## src/include/lko_pkg.sv

```systemverilog
// package for the local key operation block: constants, register map and state types
`default_nettype none
package lko_pkg;
  localparam int unsigned CLK_HZ = 125_000_000;
  localparam int unsigned TIMEOUT_MS = 2000;
  localparam int unsigned TIMEOUT_CYC = (CLK_HZ / 1000) * TIMEOUT_MS;
  localparam int unsigned DEBOUNCE_MS = 20;
  localparam int unsigned DEBOUNCE_CYC = (CLK_HZ / 1000) * DEBOUNCE_MS;
  localparam int unsigned COMBO_MS = 100;
  localparam int unsigned COMBO_CYC = (CLK_HZ / 1000) * COMBO_MS;
  localparam int unsigned DOUBLE_MS = 1000;
  localparam int unsigned DOUBLE_CYC = (CLK_HZ / 1000) * DOUBLE_MS;
  localparam int unsigned REP_SLOW_MS = 500;
  localparam int unsigned REP_SLOW_CYC = (CLK_HZ / 1000) * REP_SLOW_MS;
  localparam int unsigned REP_FAST_MS = 50;
  localparam int unsigned REP_FAST_CYC = (CLK_HZ / 1000) * REP_FAST_MS;
  localparam int unsigned REP_DIV = 2;
  localparam int unsigned VAL_W = 16;
  localparam int unsigned CNT_W = 32;

  // register byte offsets
  localparam logic [7:0] OFS_CTRL = 8'h00;
  localparam logic [7:0] OFS_STATUS = 8'h04;
  localparam logic [7:0] OFS_PRESSURE = 8'h08;
  localparam logic [7:0] OFS_LOWER = 8'h0C;
  localparam logic [7:0] OFS_UPPER = 8'h10;
  localparam logic [7:0] OFS_BIAS = 8'h14;
  localparam logic [7:0] OFS_SHOWN = 8'h18;
  // ctrl fields
  localparam int unsigned CTRL_DISP_EN = 0;
  // status fields
  localparam int unsigned ST_CAL = 0;
  localparam int unsigned ST_LOCK = 1;
  localparam int unsigned ST_POINT_SPAN = 2;
  localparam int unsigned ST_SHOW_BIAS = 3;
  localparam int unsigned ST_KEYS = 4;
  // reset values and bus response codes
  localparam logic [15:0] LOWER_RST = 16'h0000;
  localparam logic [15:0] UPPER_RST = 16'h03E8;
  localparam logic [1:0] RESP_OKAY = 2'h0;
  localparam logic [1:0] RESP_SLVERR = 2'h2;

  // key bit positions
  localparam int unsigned K_ZU = 0;
  localparam int unsigned K_ZD = 1;
  localparam int unsigned K_SU = 2;
  localparam int unsigned K_SD = 3;

  typedef enum logic [2:0] {
    LKO_IDLE,
    LKO_GATHER,
    LKO_HELD,
    LKO_RELEASE
  } lko_key_e;

  typedef struct packed {
    logic [3:0] k_meta;
    logic [3:0] k_sync;
    logic [3:0] k_stable;
    logic [CNT_W-1:0] deb_cnt;
    lko_key_e state;
    logic [3:0] combo;
    logic [CNT_W-1:0] gather_cnt;
    logic [CNT_W-1:0] rep_cnt;
    logic [CNT_W-1:0] rep_period;
    logic [CNT_W-1:0] idle_cnt;
    logic [CNT_W-1:0] dbl_cnt;
    logic [3:0] last_combo;
    logic cal_mode;
    logic point_span;
    logic show_bias;
    logic locked;
    logic [VAL_W-1:0] lower;
    logic [VAL_W-1:0] upper;
    logic [VAL_W-1:0] bias;
    logic [VAL_W-1:0] shown;
    logic [VAL_W-1:0] bar;
    logic disp_en;
    logic aw_hold;
    logic w_hold;
    logic [7:0] aw_addr;
    logic [31:0] w_data;
    logic [3:0] w_strb;
    logic bvalid;
    logic [1:0] bresp;
    logic rvalid;
    logic [31:0] rdata;
    logic [1:0] rresp;
  } lko_state_s;
endpackage
`default_nettype wire

```

## src/rtl/lko_keys.sv

```systemverilog
// local four-key operator interface: key decode, range values, bias, lock, display
//
// Local design decisions: the placing of the registers and the AXI4-Lite interface to the registers.
`default_nettype none
module lko_keys
  import lko_pkg::*;
#(
  parameter int unsigned TIMEOUT = TIMEOUT_CYC,
  parameter int unsigned DEBOUNCE = DEBOUNCE_CYC,
  parameter int unsigned COMBO_WIN = COMBO_CYC,
  parameter int unsigned DOUBLE_WIN = DOUBLE_CYC,
  parameter int unsigned REP_SLOW = REP_SLOW_CYC,
  parameter int unsigned REP_FAST = REP_FAST_CYC
) (
  // clock and reset
  input wire logic ref_clk_in,
  input wire logic rst_in,
  // push keys, active low, from pins
  input wire logic [3:0] key_n_in,
  // measured pressure, same clock domain
  input wire logic [VAL_W-1:0] pressure_in,
  // display and transfer outputs
  output logic cal_mode_out,
  output logic point_span_out,
  output logic locked_out,
  output logic [VAL_W-1:0] display_value_out,
  output logic [VAL_W-1:0] bar_value_out,
  output logic [VAL_W-1:0] lower_out,
  output logic [VAL_W-1:0] upper_out,
  output logic [VAL_W-1:0] output_pressure_out,
  // axi4-lite slave
  input wire logic [7:0] s_awaddr_in,
  input wire logic s_awvalid_in,
  output logic s_awready_out,
  input wire logic [31:0] s_wdata_in,
  input wire logic [3:0] s_wstrb_in,
  input wire logic s_wvalid_in,
  output logic s_wready_out,
  output logic [1:0] s_bresp_out,
  output logic s_bvalid_out,
  input wire logic s_bready_in,
  input wire logic [7:0] s_araddr_in,
  input wire logic s_arvalid_in,
  output logic s_arready_out,
  output logic [31:0] s_rdata_out,
  output logic [1:0] s_rresp_out,
  output logic s_rvalid_out,
  input wire logic s_rready_in
);

  lko_state_s r;
  lko_state_s next_r;

  // **********************************************
  // key event decode and value arithmetic
  // **********************************************
  logic [3:0] pressed;
  logic [CNT_W-1:0] fast_next;
  logic step;
  logic do_write;
  logic [31:0] rd_word;

  assign pressed = r.k_stable;
  assign do_write = r.aw_hold && r.w_hold && !r.bvalid;

  always_comb begin
    next_r = r;
    step = 1'b0;
    rd_word = 32'h0000_0000;
    fast_next = r.rep_period / REP_DIV;

    // ********************************************
    // key synchroniser and debounce
    // ********************************************
    // contact bounce shorter than the debounce count never reaches the decoder
    next_r.k_meta = ~key_n_in;
    next_r.k_sync = r.k_meta;
    if (r.k_sync != r.k_stable) begin
      if (r.deb_cnt >= DEBOUNCE - 1) begin
        next_r.k_stable = r.k_sync;
        next_r.deb_cnt = '0;
      end else begin
        next_r.deb_cnt = r.deb_cnt + 1'b1;
      end
    end else begin
      next_r.deb_cnt = '0;
    end

    // ********************************************
    // activity timeout back to measurement mode
    // ********************************************
    if (r.cal_mode && pressed == 4'h0) begin
      if (r.idle_cnt >= TIMEOUT - 1) begin
        next_r.cal_mode = 1'b0;
        next_r.show_bias = 1'b0;
        next_r.idle_cnt = '0;
      end else begin
        next_r.idle_cnt = r.idle_cnt + 1'b1;
      end
    end else begin
      next_r.idle_cnt = '0;
    end

    if (r.dbl_cnt != '0) begin
      next_r.dbl_cnt = r.dbl_cnt - 1'b1;
    end else begin
      next_r.last_combo = 4'h0;
    end

    // ********************************************
    // press and combination decoder
    // ********************************************
    case (r.state)
      LKO_IDLE: begin
        if (pressed != 4'h0) begin
          next_r.state = LKO_GATHER;
          next_r.combo = pressed;
          next_r.gather_cnt = '0;
        end
      end
      // wait so that near-simultaneous presses form one combination
      LKO_GATHER: begin
        next_r.combo = r.combo | pressed;
        next_r.gather_cnt = r.gather_cnt + 1'b1;
        if (pressed == 4'h0 || r.gather_cnt >= COMBO_WIN - 1) begin
          next_r.state = LKO_HELD;
          next_r.rep_period = REP_SLOW;
          next_r.rep_cnt = '0;
          if ($countones(next_r.combo) == 1) begin
            if (!r.cal_mode) begin
              next_r.cal_mode = 1'b1;
            end else if (!r.locked) begin
              step = 1'b1;
            end
            next_r.point_span = next_r.combo[K_SU] | next_r.combo[K_SD];
            next_r.show_bias = 1'b0;
          end else if ($countones(next_r.combo) == 2) begin
            next_r.cal_mode = 1'b1;
            if (next_r.combo == 4'b0110) begin
              next_r.locked = 1'b0;
            end else if (next_r.combo == 4'b1001) begin
              next_r.locked = 1'b1;
            end else if (!r.locked) begin
              if (next_r.combo == 4'b0011) begin
                next_r.upper = r.upper + (pressure_in - r.lower);
                next_r.lower = pressure_in;
                next_r.point_span = 1'b0;
              end else if (next_r.combo == 4'b1100) begin
                next_r.upper = pressure_in;
                next_r.point_span = 1'b1;
              end else if (next_r.combo == 4'b0101) begin
                if (r.last_combo == 4'b0101) begin
                  next_r.bias = pressure_in;
                  next_r.last_combo = 4'h0;
                end else begin
                  next_r.show_bias = 1'b1;
                  next_r.last_combo = 4'b0101;
                  next_r.dbl_cnt = DOUBLE_WIN;
                end
              end else if (next_r.combo == 4'b1010) begin
                if (r.last_combo == 4'b1010) begin
                  next_r.bias = '0;
                  next_r.last_combo = 4'h0;
                end else begin
                  next_r.last_combo = 4'b1010;
                  next_r.dbl_cnt = DOUBLE_WIN;
                end
              end
            end
          end
        end
      end
      LKO_HELD: begin
        if (pressed == 4'h0) begin
          next_r.state = LKO_IDLE;
        end else if ($countones(r.combo) == 1 && r.cal_mode && !r.locked) begin
          // repeat: slow first, then each interval shorter down to the floor
          if (r.rep_cnt >= r.rep_period - 1) begin
            step = 1'b1;
            next_r.rep_cnt = '0;
            next_r.rep_period = (fast_next < REP_FAST) ? REP_FAST : fast_next;
          end else begin
            next_r.rep_cnt = r.rep_cnt + 1'b1;
          end
        end
      end
      default: begin
        next_r.state = LKO_IDLE;
      end
    endcase

    // ********************************************
    // single-key stepping
    // ********************************************
    if (step) begin
      if (r.combo[K_ZU] || next_r.combo[K_ZU] && r.state == LKO_GATHER) begin
        next_r.lower = r.lower + 1'b1;
        next_r.upper = r.upper + 1'b1;
      end else if (next_r.combo[K_ZD]) begin
        next_r.lower = r.lower - 1'b1;
        next_r.upper = r.upper - 1'b1;
      end else if (next_r.combo[K_SU]) begin
        next_r.upper = r.upper + 1'b1;
      end else if (next_r.combo[K_SD]) begin
        next_r.upper = r.upper - 1'b1;
      end
    end

    // ********************************************
    // display figures
    // ********************************************
    // bias applies to the display and the bar graph alone
    if (r.show_bias) begin
      next_r.shown = r.bias;
    end else if (r.cal_mode) begin
      next_r.shown = r.point_span ? r.upper : r.lower;
    end else begin
      next_r.shown = pressure_in - r.bias;
    end
    // bar graph follows the measurement even while a setting is shown
    next_r.bar = pressure_in - r.bias;

    // ********************************************
    // axi4-lite slave
    // ********************************************
    if (s_awvalid_in && !r.aw_hold) begin
      next_r.aw_hold = 1'b1;
      next_r.aw_addr = s_awaddr_in;
    end
    if (s_wvalid_in && !r.w_hold) begin
      next_r.w_hold = 1'b1;
      next_r.w_data = s_wdata_in;
      next_r.w_strb = s_wstrb_in;
    end
    if (do_write) begin
      next_r.aw_hold = 1'b0;
      next_r.w_hold = 1'b0;
      next_r.bvalid = 1'b1;
      next_r.bresp = RESP_OKAY;
      if (r.aw_addr == OFS_CTRL) begin
        if (r.w_strb[0]) begin
          next_r.disp_en = r.w_data[CTRL_DISP_EN];
        end
      end else if (r.aw_addr == OFS_STATUS || r.aw_addr == OFS_PRESSURE) begin
        next_r.bresp = RESP_OKAY;
      end else if (r.aw_addr == OFS_LOWER || r.aw_addr == OFS_UPPER) begin
        next_r.bresp = RESP_OKAY;
      end else if (r.aw_addr == OFS_BIAS || r.aw_addr == OFS_SHOWN) begin
        next_r.bresp = RESP_OKAY;
      end else begin
        next_r.bresp = RESP_SLVERR;
      end
    end
    if (r.bvalid && s_bready_in) begin
      next_r.bvalid = 1'b0;
    end

    // ********************************************
    // read decode
    // ********************************************
    if (s_araddr_in == OFS_CTRL) begin
      rd_word[CTRL_DISP_EN] = r.disp_en;
    end else if (s_araddr_in == OFS_STATUS) begin
      rd_word[ST_CAL] = r.cal_mode;
      rd_word[ST_LOCK] = r.locked;
      rd_word[ST_POINT_SPAN] = r.point_span;
      rd_word[ST_SHOW_BIAS] = r.show_bias;
      rd_word[ST_KEYS +: 4] = r.k_stable;
    end else if (s_araddr_in == OFS_PRESSURE) begin
      rd_word[VAL_W-1:0] = pressure_in;
    end else if (s_araddr_in == OFS_LOWER) begin
      rd_word[VAL_W-1:0] = r.lower;
    end else if (s_araddr_in == OFS_UPPER) begin
      rd_word[VAL_W-1:0] = r.upper;
    end else if (s_araddr_in == OFS_BIAS) begin
      rd_word[VAL_W-1:0] = r.bias;
    end else if (s_araddr_in == OFS_SHOWN) begin
      rd_word[VAL_W-1:0] = r.shown;
    end
    if (s_arvalid_in && !r.rvalid) begin
      next_r.rvalid = 1'b1;
      next_r.rdata = rd_word;
      next_r.rresp = (s_araddr_in > OFS_SHOWN || s_araddr_in[1:0] != 2'h0)
        ? RESP_SLVERR : RESP_OKAY;
    end else if (r.rvalid && s_rready_in) begin
      next_r.rvalid = 1'b0;
    end
  end

  always_ff @(posedge ref_clk_in or posedge rst_in) begin
    if (rst_in) begin
      r <= '0;
      r.state <= LKO_IDLE;
      r.lower <= LOWER_RST;
      r.upper <= UPPER_RST;
      r.disp_en <= 1'b1;
    end else begin
      r <= next_r;
    end
  end

  // **********************************************
  // outputs
  // **********************************************
  assign cal_mode_out = r.cal_mode & r.disp_en;
  assign point_span_out = r.point_span;
  assign locked_out = r.locked;
  assign display_value_out = r.shown;
  assign bar_value_out = r.bar;
  assign lower_out = r.lower;
  assign upper_out = r.upper;
  // loop current is computed without the bias
  assign output_pressure_out = pressure_in;
  assign s_awready_out = !r.aw_hold;
  assign s_wready_out = !r.w_hold;
  assign s_bvalid_out = r.bvalid;
  assign s_bresp_out = r.bresp;
  assign s_arready_out = !r.rvalid;
  assign s_rvalid_out = r.rvalid;
  assign s_rdata_out = r.rdata;
  assign s_rresp_out = r.rresp;

endmodule
`default_nettype wire

```

## config.mk

```make
export PLATFORM = sky130hd
export DESIGN_NAME = lko_keys
export DESIGN_NICKNAME = d
export VERILOG_FILES = /design/src/include/lko_pkg.sv /design/src/rtl/lko_keys.sv
export SDC_FILE = /design/constraint.sdc
export NUM_CORES = 1
export LEC_CHECK = 0
export BUFFER_PORTS_ARGS = -buffer_cell sky130_fd_sc_hd__clkbuf_2
export CAP_MARGIN = 25
export CORE_AREA = 2 2 222 224
export CTS_BUF_LIST = sky130_fd_sc_hd__clkbuf_4 sky130_fd_sc_hd__clkbuf_8
export DETAILED_ROUTE_END_ITERATION = 10
export DIE_AREA = 0 0 224 226
export PLACE_DENSITY_LB_ADDON = 0.12
export SYNTH_ARGS = -nofsm -noshare
export SYNTH_HDL_FRONTEND = slang
export SYNTH_SLANG_ARGS = --single-unit
```

## constraint.sdc

```tcl
create_clock -name ref_clk_in -period 11 [get_ports ref_clk_in]
set_input_delay 0.55 -clock ref_clk_in [delete_from_list [all_inputs] [get_ports ref_clk_in]]
set_output_delay 0.55 -clock ref_clk_in [all_outputs]
set_load 0.05 [all_outputs]
```

==> impl_metrics.yaml, run 1 <==
timing:
  whs_ns: 0.0634
  final_hold_viol_count: 0
  max_freq_mhz: 203
  worst_pin_slew_ns: 1.03
  fin_crit_sh: 0.447
  setup_violations: 0
  relSlewSlack: 0.309
  clock_skew_ns: 0.0330
  setup_tns_ns: 0
  drv_slew: 0
  finalCriticalPeriod_ns: 4.91
  rsz0062_at_grt: "false"
logic_synthesis:
  netlist.area_leader.share: 0.370
  ys_types: 102
  synth_warnings: 0
  synth_area_mm2: 0.0215
  ys_seq_area_frac: 0.378
  synthTopCellsByArea: "dfrtp_1 37%, ha_1 5.0%, nor2_1 4.1%"
  syn_area_per_cell_um2: 8.85
  synth-edff-count: 0
  synth_top_cell_by_area: "dfrtp_1"
  synthFlopType: "dfrtp_1"
  ys_async_sr_fraction: 1.00
  postSynthCellCount: 2431
  synth_seq_cells: 325
finish:
  antenna_cells: 0
  drive_above_1_share: 0.152
  instances_no_fill: 3150
  layout.nets: 2662
  syn2layout_area_growth_pct: 9.21
  nFillCells: 4648
route:
  ant_nets: 0
  drt_pass1_iterations: 6
  num_vias: 18000
  drc_errors: 0
  totalWireLength_mm: 59.6
  drt_iter0_markers: 1441
  viasPerCell: 5.70
  wire_per_inst_um: 18.9
floorplan:
  row_count: 81
  ios: 203
  dieArea_mm2: 0.0506
  die_w_um: 224
  core-area_mm2: 0.0483
  die_h_um: 226
  start_util: 0.445
global_routing:
  grt_pass1_vias: 17000
  grt_antenna_before_repair: 0
  grt_use_total: 0.234
  grt_max_degree: 119
  grt-ovfl-total: 0
  grt_pass1_wl_mm: 94.4
power_and_ir_drop:
  finalPower_mw: 4.17
  p_leak_nw: 10.4
  p_per_area_mw_per_mm2: 177
  irDropWorstVdd_v: 0.0000836
  p_sw_mw: 1.62
  clock_power_share: 0.318
  swShare: 0.388
  p_seq_frac: 0.362
  p_comb_frac: 0.320
  internal_power_mw: 2.55
place:
  dp.cells: 3031
  gp_congestion: 0.904
  dpl.hpwl_mm: 42.5
  port_buffers: 150
clock_network:
  clock_path_buffers: 3
  clk_latency_ns: 0.67
  cts_tree: "done"
  cts-buffers-inserted: 59
  cts-root-buf: "clkbuf_8"
  clk_pin_slew_ns: 0.06
  cts_setup_buffers: 0
  cts.htree.levels: 2
  cts.sinks: 325
  cts_resized: 0
setup_path:
  worstSetupStartpointType: "flip-flop"
  worstPathRequired_ns: 11.57
  cp_max_fo: 26
  crit_type: "reg -> reg"
  critPathArrivalTime_ns: 5.49
  end_kind: "flip-flop"
hold_path:
  min_path_type: "in -> async"
status:
  outcome: "finished, final reports clean"
flow_run:
  drv_cap: 0
==> worst paths after layout <==
| check | depth (start not counted) | from | slack, ns | end |
|---|---|---|---|---|
| max | 15 | r[243] | 6.09 | r[279] |
| min | 2 | rst_in | 0.06 | r[79] |
| max reg2reg | 15 | r[243] | 6.09 | r[279] |
| min reg2reg | 0 | next_r[379] | 0.36 | r[379] |
| max in group asynchronous | 4 | rst_in | 8.65 | r[349] |
| min in group ref_clk_in | 2 | s_rready_in | 0.08 | s_rvalid_out |
==> metrics by stage <==
stage / area (um2) / utilization / worst slack, ns
after floorplan: 21600 / - / 1.46
after global placement: 22000 / 0.454 / 5.87
after detailed placement: 22000 / 0.456 / 6.02
after CTS: 23400 / 0.484 / 6.00
after global routing: 23500 / 0.486 / 5.74
final: 23500 / 0.486 / 6.09
==> registers in the layout, indices dropped and copies added, names as in the netlist <==
signal / cells
s_bresp_out: 1
display_value_out: 16
locked_out: 1
upper_out: 16
s_rvalid_out: 1
pressed: 4
s_rresp_out: 1
s_bvalid_out: 1
lower_out: 16
s_rdata_out: 16
next_r: 4
point_span_out: 1
bar_value_out: 16
r: 231
==> synth_stat cells, drive strengths merged (6+ instances only) <==
| master | n |
|---|---|
| a211oi | 18 |
| a21o | 28 |
| a21oi | 105 |
| a221o | 8 |
| a221oi | 18 |
| a22o | 13 |
| a22oi | 30 |
| a31oi | 29 |
| and2 | 11 |
| and3 | 40 |
| buf | 146 |
| clkbuf | 78 |
| dfrtp | 318 |
| dfstp | 7 |
| fa | 18 |
| ha | 86 |
| inv | 142 |
| mux2 | 15 |
| mux2i | 27 |
| nand2 | 227 |
| nand2b | 22 |
| nand3 | 95 |
| nand4 | 35 |
| nand4b | 8 |
| nor2 | 239 |
| nor2b | 16 |
| nor3 | 66 |
| nor4 | 25 |
| nor4b | 6 |
| o211ai | 20 |
| o21a | 17 |
| o21ai | 144 |
| o221ai | 7 |
| o22ai | 34 |
| o31a | 7 |
| o31ai | 41 |
| o32ai | 7 |
| o41ai | 6 |
| or2 | 8 |
| or3 | 18 |
| or4 | 9 |
| xnor2 | 97 |
| xor2 | 71 |
==> routing by layer <==
metal	global-route usage	vias to the layer above	wire length (um)
li1	-	8597	-
met5	0	-	0
met4	0.0718	0	1530
met3	0.0461	112	4320
met2	0.330	597	25100
met1	0.358	8650	28700
==> cell usage in the layout, fill, tap and decap left out, drive strengths merged, types with 34 or more instances in the layout <==
cell / instances
dfrtp: 318
clkbuf: 240
nor2: 239
nand2: 227
o21ai: 144
inv: 143
a21oi: 105
xnor2: 97
nand3: 95
ha: 86
xor2: 71
nor3: 66
o31ai: 41
and3: 40
nand4: 35
o22ai: 34
==> worst max-delay path, cell delays in order (launching register included) <==
cell	delay [ns]
dfrtp_1	0.46
or4_4	0.60
nor3_4	0.26
nand2_1	0.15
or4_4	0.49
nor3b_4	0.28
nand2b_1	0.09
ha_1	0.30
a21o_1	0.17
a21o_1	0.17
a211oi_1	0.40
nand2_1	0.37
nor3_4	0.59
buf_16	0.23
a41oi_1	0.13
a31oi_1	0.15
==> layout make-up <==
class                   count  area, um2  area share
clock buffers              90       1090      0.0466
multi-input cells        1767      11600       0.493
inverters                 145        552      0.0235
repair buffers            181       1080      0.0461
well taps                 622        778      0.0331
flip-flops and latches    325       8140       0.346
clock inverters            20        264      0.0112
==> power by group through the flow <==
| stage | Clock, mW | Sequential, mW | Combinational [mW] |
|---|---|---|---|
| after floorplan | 0 | 1.47 | 1.06 |
| after global placement | 0 | 1.53 | 1.27 |
| after detailed placement | 0 | 1.53 | 1.30 |
| after CTS | 1.37 | 1.51 | 1.31 |
| after global routing | 1.42 | 1.53 | 1.47 |
| final | 1.33 | 1.51 | 1.34 |
==> what timing repair did <==
action	in CTS	in global routing
hold endpoints to repair	4	0
setup endpoints to repair	0	0
hold buffers	4	0
==> cells by family after synthesis <==
logic type                 count (synthesis)  share of synthesized area
AOI/OAI and AO/OA                        576                      0.182
xor gates and xnor gates                 168                     0.0684
adders and majority gates                104                     0.0667
buffers and inverters                    370                     0.0895
DFF                                      325                      0.378
muxes                                     42                     0.0204
other                                      1                   0.000174
and+or+nand+nor                          845                      0.194
Power figures use the tool's default switching activity.
==> inputs of run 2 (changes only) <==
==> constraint.sdc (replaced) <==
create_clock -name ref_clk_in -period 4.4 [get_ports ref_clk_in]
set_input_delay 0.22 -clock ref_clk_in [delete_from_list [all_inputs] [get_ports ref_clk_in]]
set_output_delay 0.22 -clock ref_clk_in [all_outputs]
set_load 0.05 [all_outputs]
==> impl_metrics.yaml, run 2 (synthesis gave the netlist of run 1 again) <==
timing:
  relSlewSlack: 0.432
  finalCriticalPeriod_ns: 4.22
  fin_crit_sh: 0.958
  max_freq_mhz: 237
  setup_violations: 0
  final_hold_viol_count: 0
  worst_pin_slew_ns: 0.850
  worst_slack_ns: 0.183
  clock_skew_ns: 0.0261
  drv_slew: 0
floorplan:
  core-area_mm2: 0.0483
  ios: 203
  row_count: 81
  start_util: 0.445
  die_w_um: 224
  dieArea_mm2: 0.0506
  die_h_um: 226
power_and_ir_drop:
  p_seq_frac: 0.359
  p_leak_nw: 10.7
  swShare: 0.392
  p_per_area_mw_per_mm2: 436
  irDropWorstVdd_v: 0.000259
  p_comb_frac: 0.330
  clock_power_share: 0.311
  internal_power_mw: 6.39
  p_sw_mw: 4.12
route:
  totalWireLength_mm: 61.5
  drt_iter0_markers: 1420
  m1WireLength_mm: 29.2
  drc_errors: 0
  num_vias: 18300
  drt_pass1_iterations: 6
  wl_met2_mm: 26.8
  met3WireLength_mm: 4.20
  ant_nets: 0
  viasPerCell: 5.70
  wire_per_inst_um: 19.2
  top_layer: "met4"
clock_network:
  cts-buffers-inserted: 66
  cts_tree: "done"
  clk_pin_slew_ns: 0.06
  cts-root-buf: "clkbuf_8"
  cts.sinks: 325
  clock_path_buffers: 3
  clk_latency_ns: 0.64
  cts.htree.levels: 3
place:
  dp.cells: 3062
  dpl.hpwl_mm: 44.5
  dp_slack_ns: -0.0175
  port_buffers: 150
  gp_congestion: 0.932
hold_path:
  min_path_type: "in -> reg"
flow_run:
  drv_cap: 0
finish:
  final_cell_mix: "318 x dfrtp_1, 236 x nor2_1, 225 x nand2_1"
  largest_reg_flops: 231
  layout.nets: 2724
  top_register: "r"
  drive_above_1_share: 0.166
  final_common_cell: "dfrtp_1"
  instances_no_fill: 3209
  syn2layout_area_growth_pct: 11.8
global_routing:
  grt_max_degree: 123
  grt_antenna_before_repair: 1
  grt_pass1_wl_mm: 97.4
  grt_pass1_vias: 17800
  grt-ovfl-total: 0
  grt_use_total: 0.243
setup_path:
  worstSetupStartpointType: "flip-flop"
  end_kind: "flip-flop"
  crit_type: "reg -> reg"
  critPathArrivalTime_ns: 4.75
  worstPathRequired_ns: 4.93
  cp_max_fo: 18
status:
  outcome: "finished, final reports clean"
run 2: per-stage QoR:
| stage | hold slack [ns] | TNS, ns | power (mW) | util | cell area, um2 |
|---|---|---|---|---|---|
| after floorplan | 0.279 | -48.02 | 6.35 | - | 21600 |
| after global placement | 0.334 | 0 | 7.11 | 0.460 | 22300 |
| after detailed placement | 0.336 | -0.0175 | 7.20 | 0.461 | 22300 |
| after CTS | 0.00648 | 0 | 10.6 | 0.494 | 23900 |
| after global routing | 0.0437 | -0.0102 | 11.1 | 0.498 | 24100 |
| final | 0.0739 | 0 | 10.5 | 0.498 | 24100 |
run 2: worst paths after layout:
check,startpoint,end,slack [ns],cells after the start
max,r[243],upper_out[14],0.18,15
min,pressure_in[7],bar_value_out[7],0.07,3
min reg2reg,next_r[378],r[378],0.35,0
max in group asynchronous,rst_in,r[369],2.97,4
min in group asynchronous,rst_in,r[205],0.30,3
max reg2reg,r[243],upper_out[14],0.18,15
run 2: critical path, stage by stage (launching register included):
cell and delay [ns]:
dfrtp_1 0.38, or4_4 0.58, nor3_4 0.19, nand2_1 0.12, or4_4 0.49, nor3b_4 0.28, nand2b_1 0.10, ha_1 0.30
a21o_1 0.16, a21o_1 0.18, a211oi_2 0.30, nand2_2 0.12, o211ai_4 0.37, buf_12 0.21, a21oi_2 0.10, o22a_1 0.24
run 2: power groups by stage:
stage | logic [mW] | clock network (mW) | registers [mW]
after floorplan | 2.66 | 0 | 3.69
after global placement | 3.30 | 0 | 3.81
after detailed placement | 3.39 | 0 | 3.81
after CTS | 3.42 | 3.38 | 3.76
after global routing | 3.79 | 3.51 | 3.82
final | 3.46 | 3.27 | 3.77
run 2: final cells by class:
type	instances	area, um2
flip-flops and latches	325	8140
multi-input cells	1767	11600
clock inverters	8	58.8
inverters	145	548
repair buffers	236	1590
clock buffers	105	1310
fillers	4566	24300
well taps	622	778
diodes	1	2.50
run 2: repair_timing:
item,4_1_cts,5_1_grt
pin swaps,0,5
gates cloned,0,2
setup buffers,0,4
endpoints found under the hold margin,57,0
hold buffers,25,0
resized for setup,1,12
setup endpoints to repair,1,89
run 2: routing by layer:
metal / vias to the layer above / GRT usage
met5: - / 0
met4: 0 / 0.0804
met3: 86 / 0.0454
met2: 575 / 0.360
met1: 8906 / 0.356
li1: 8709 / -
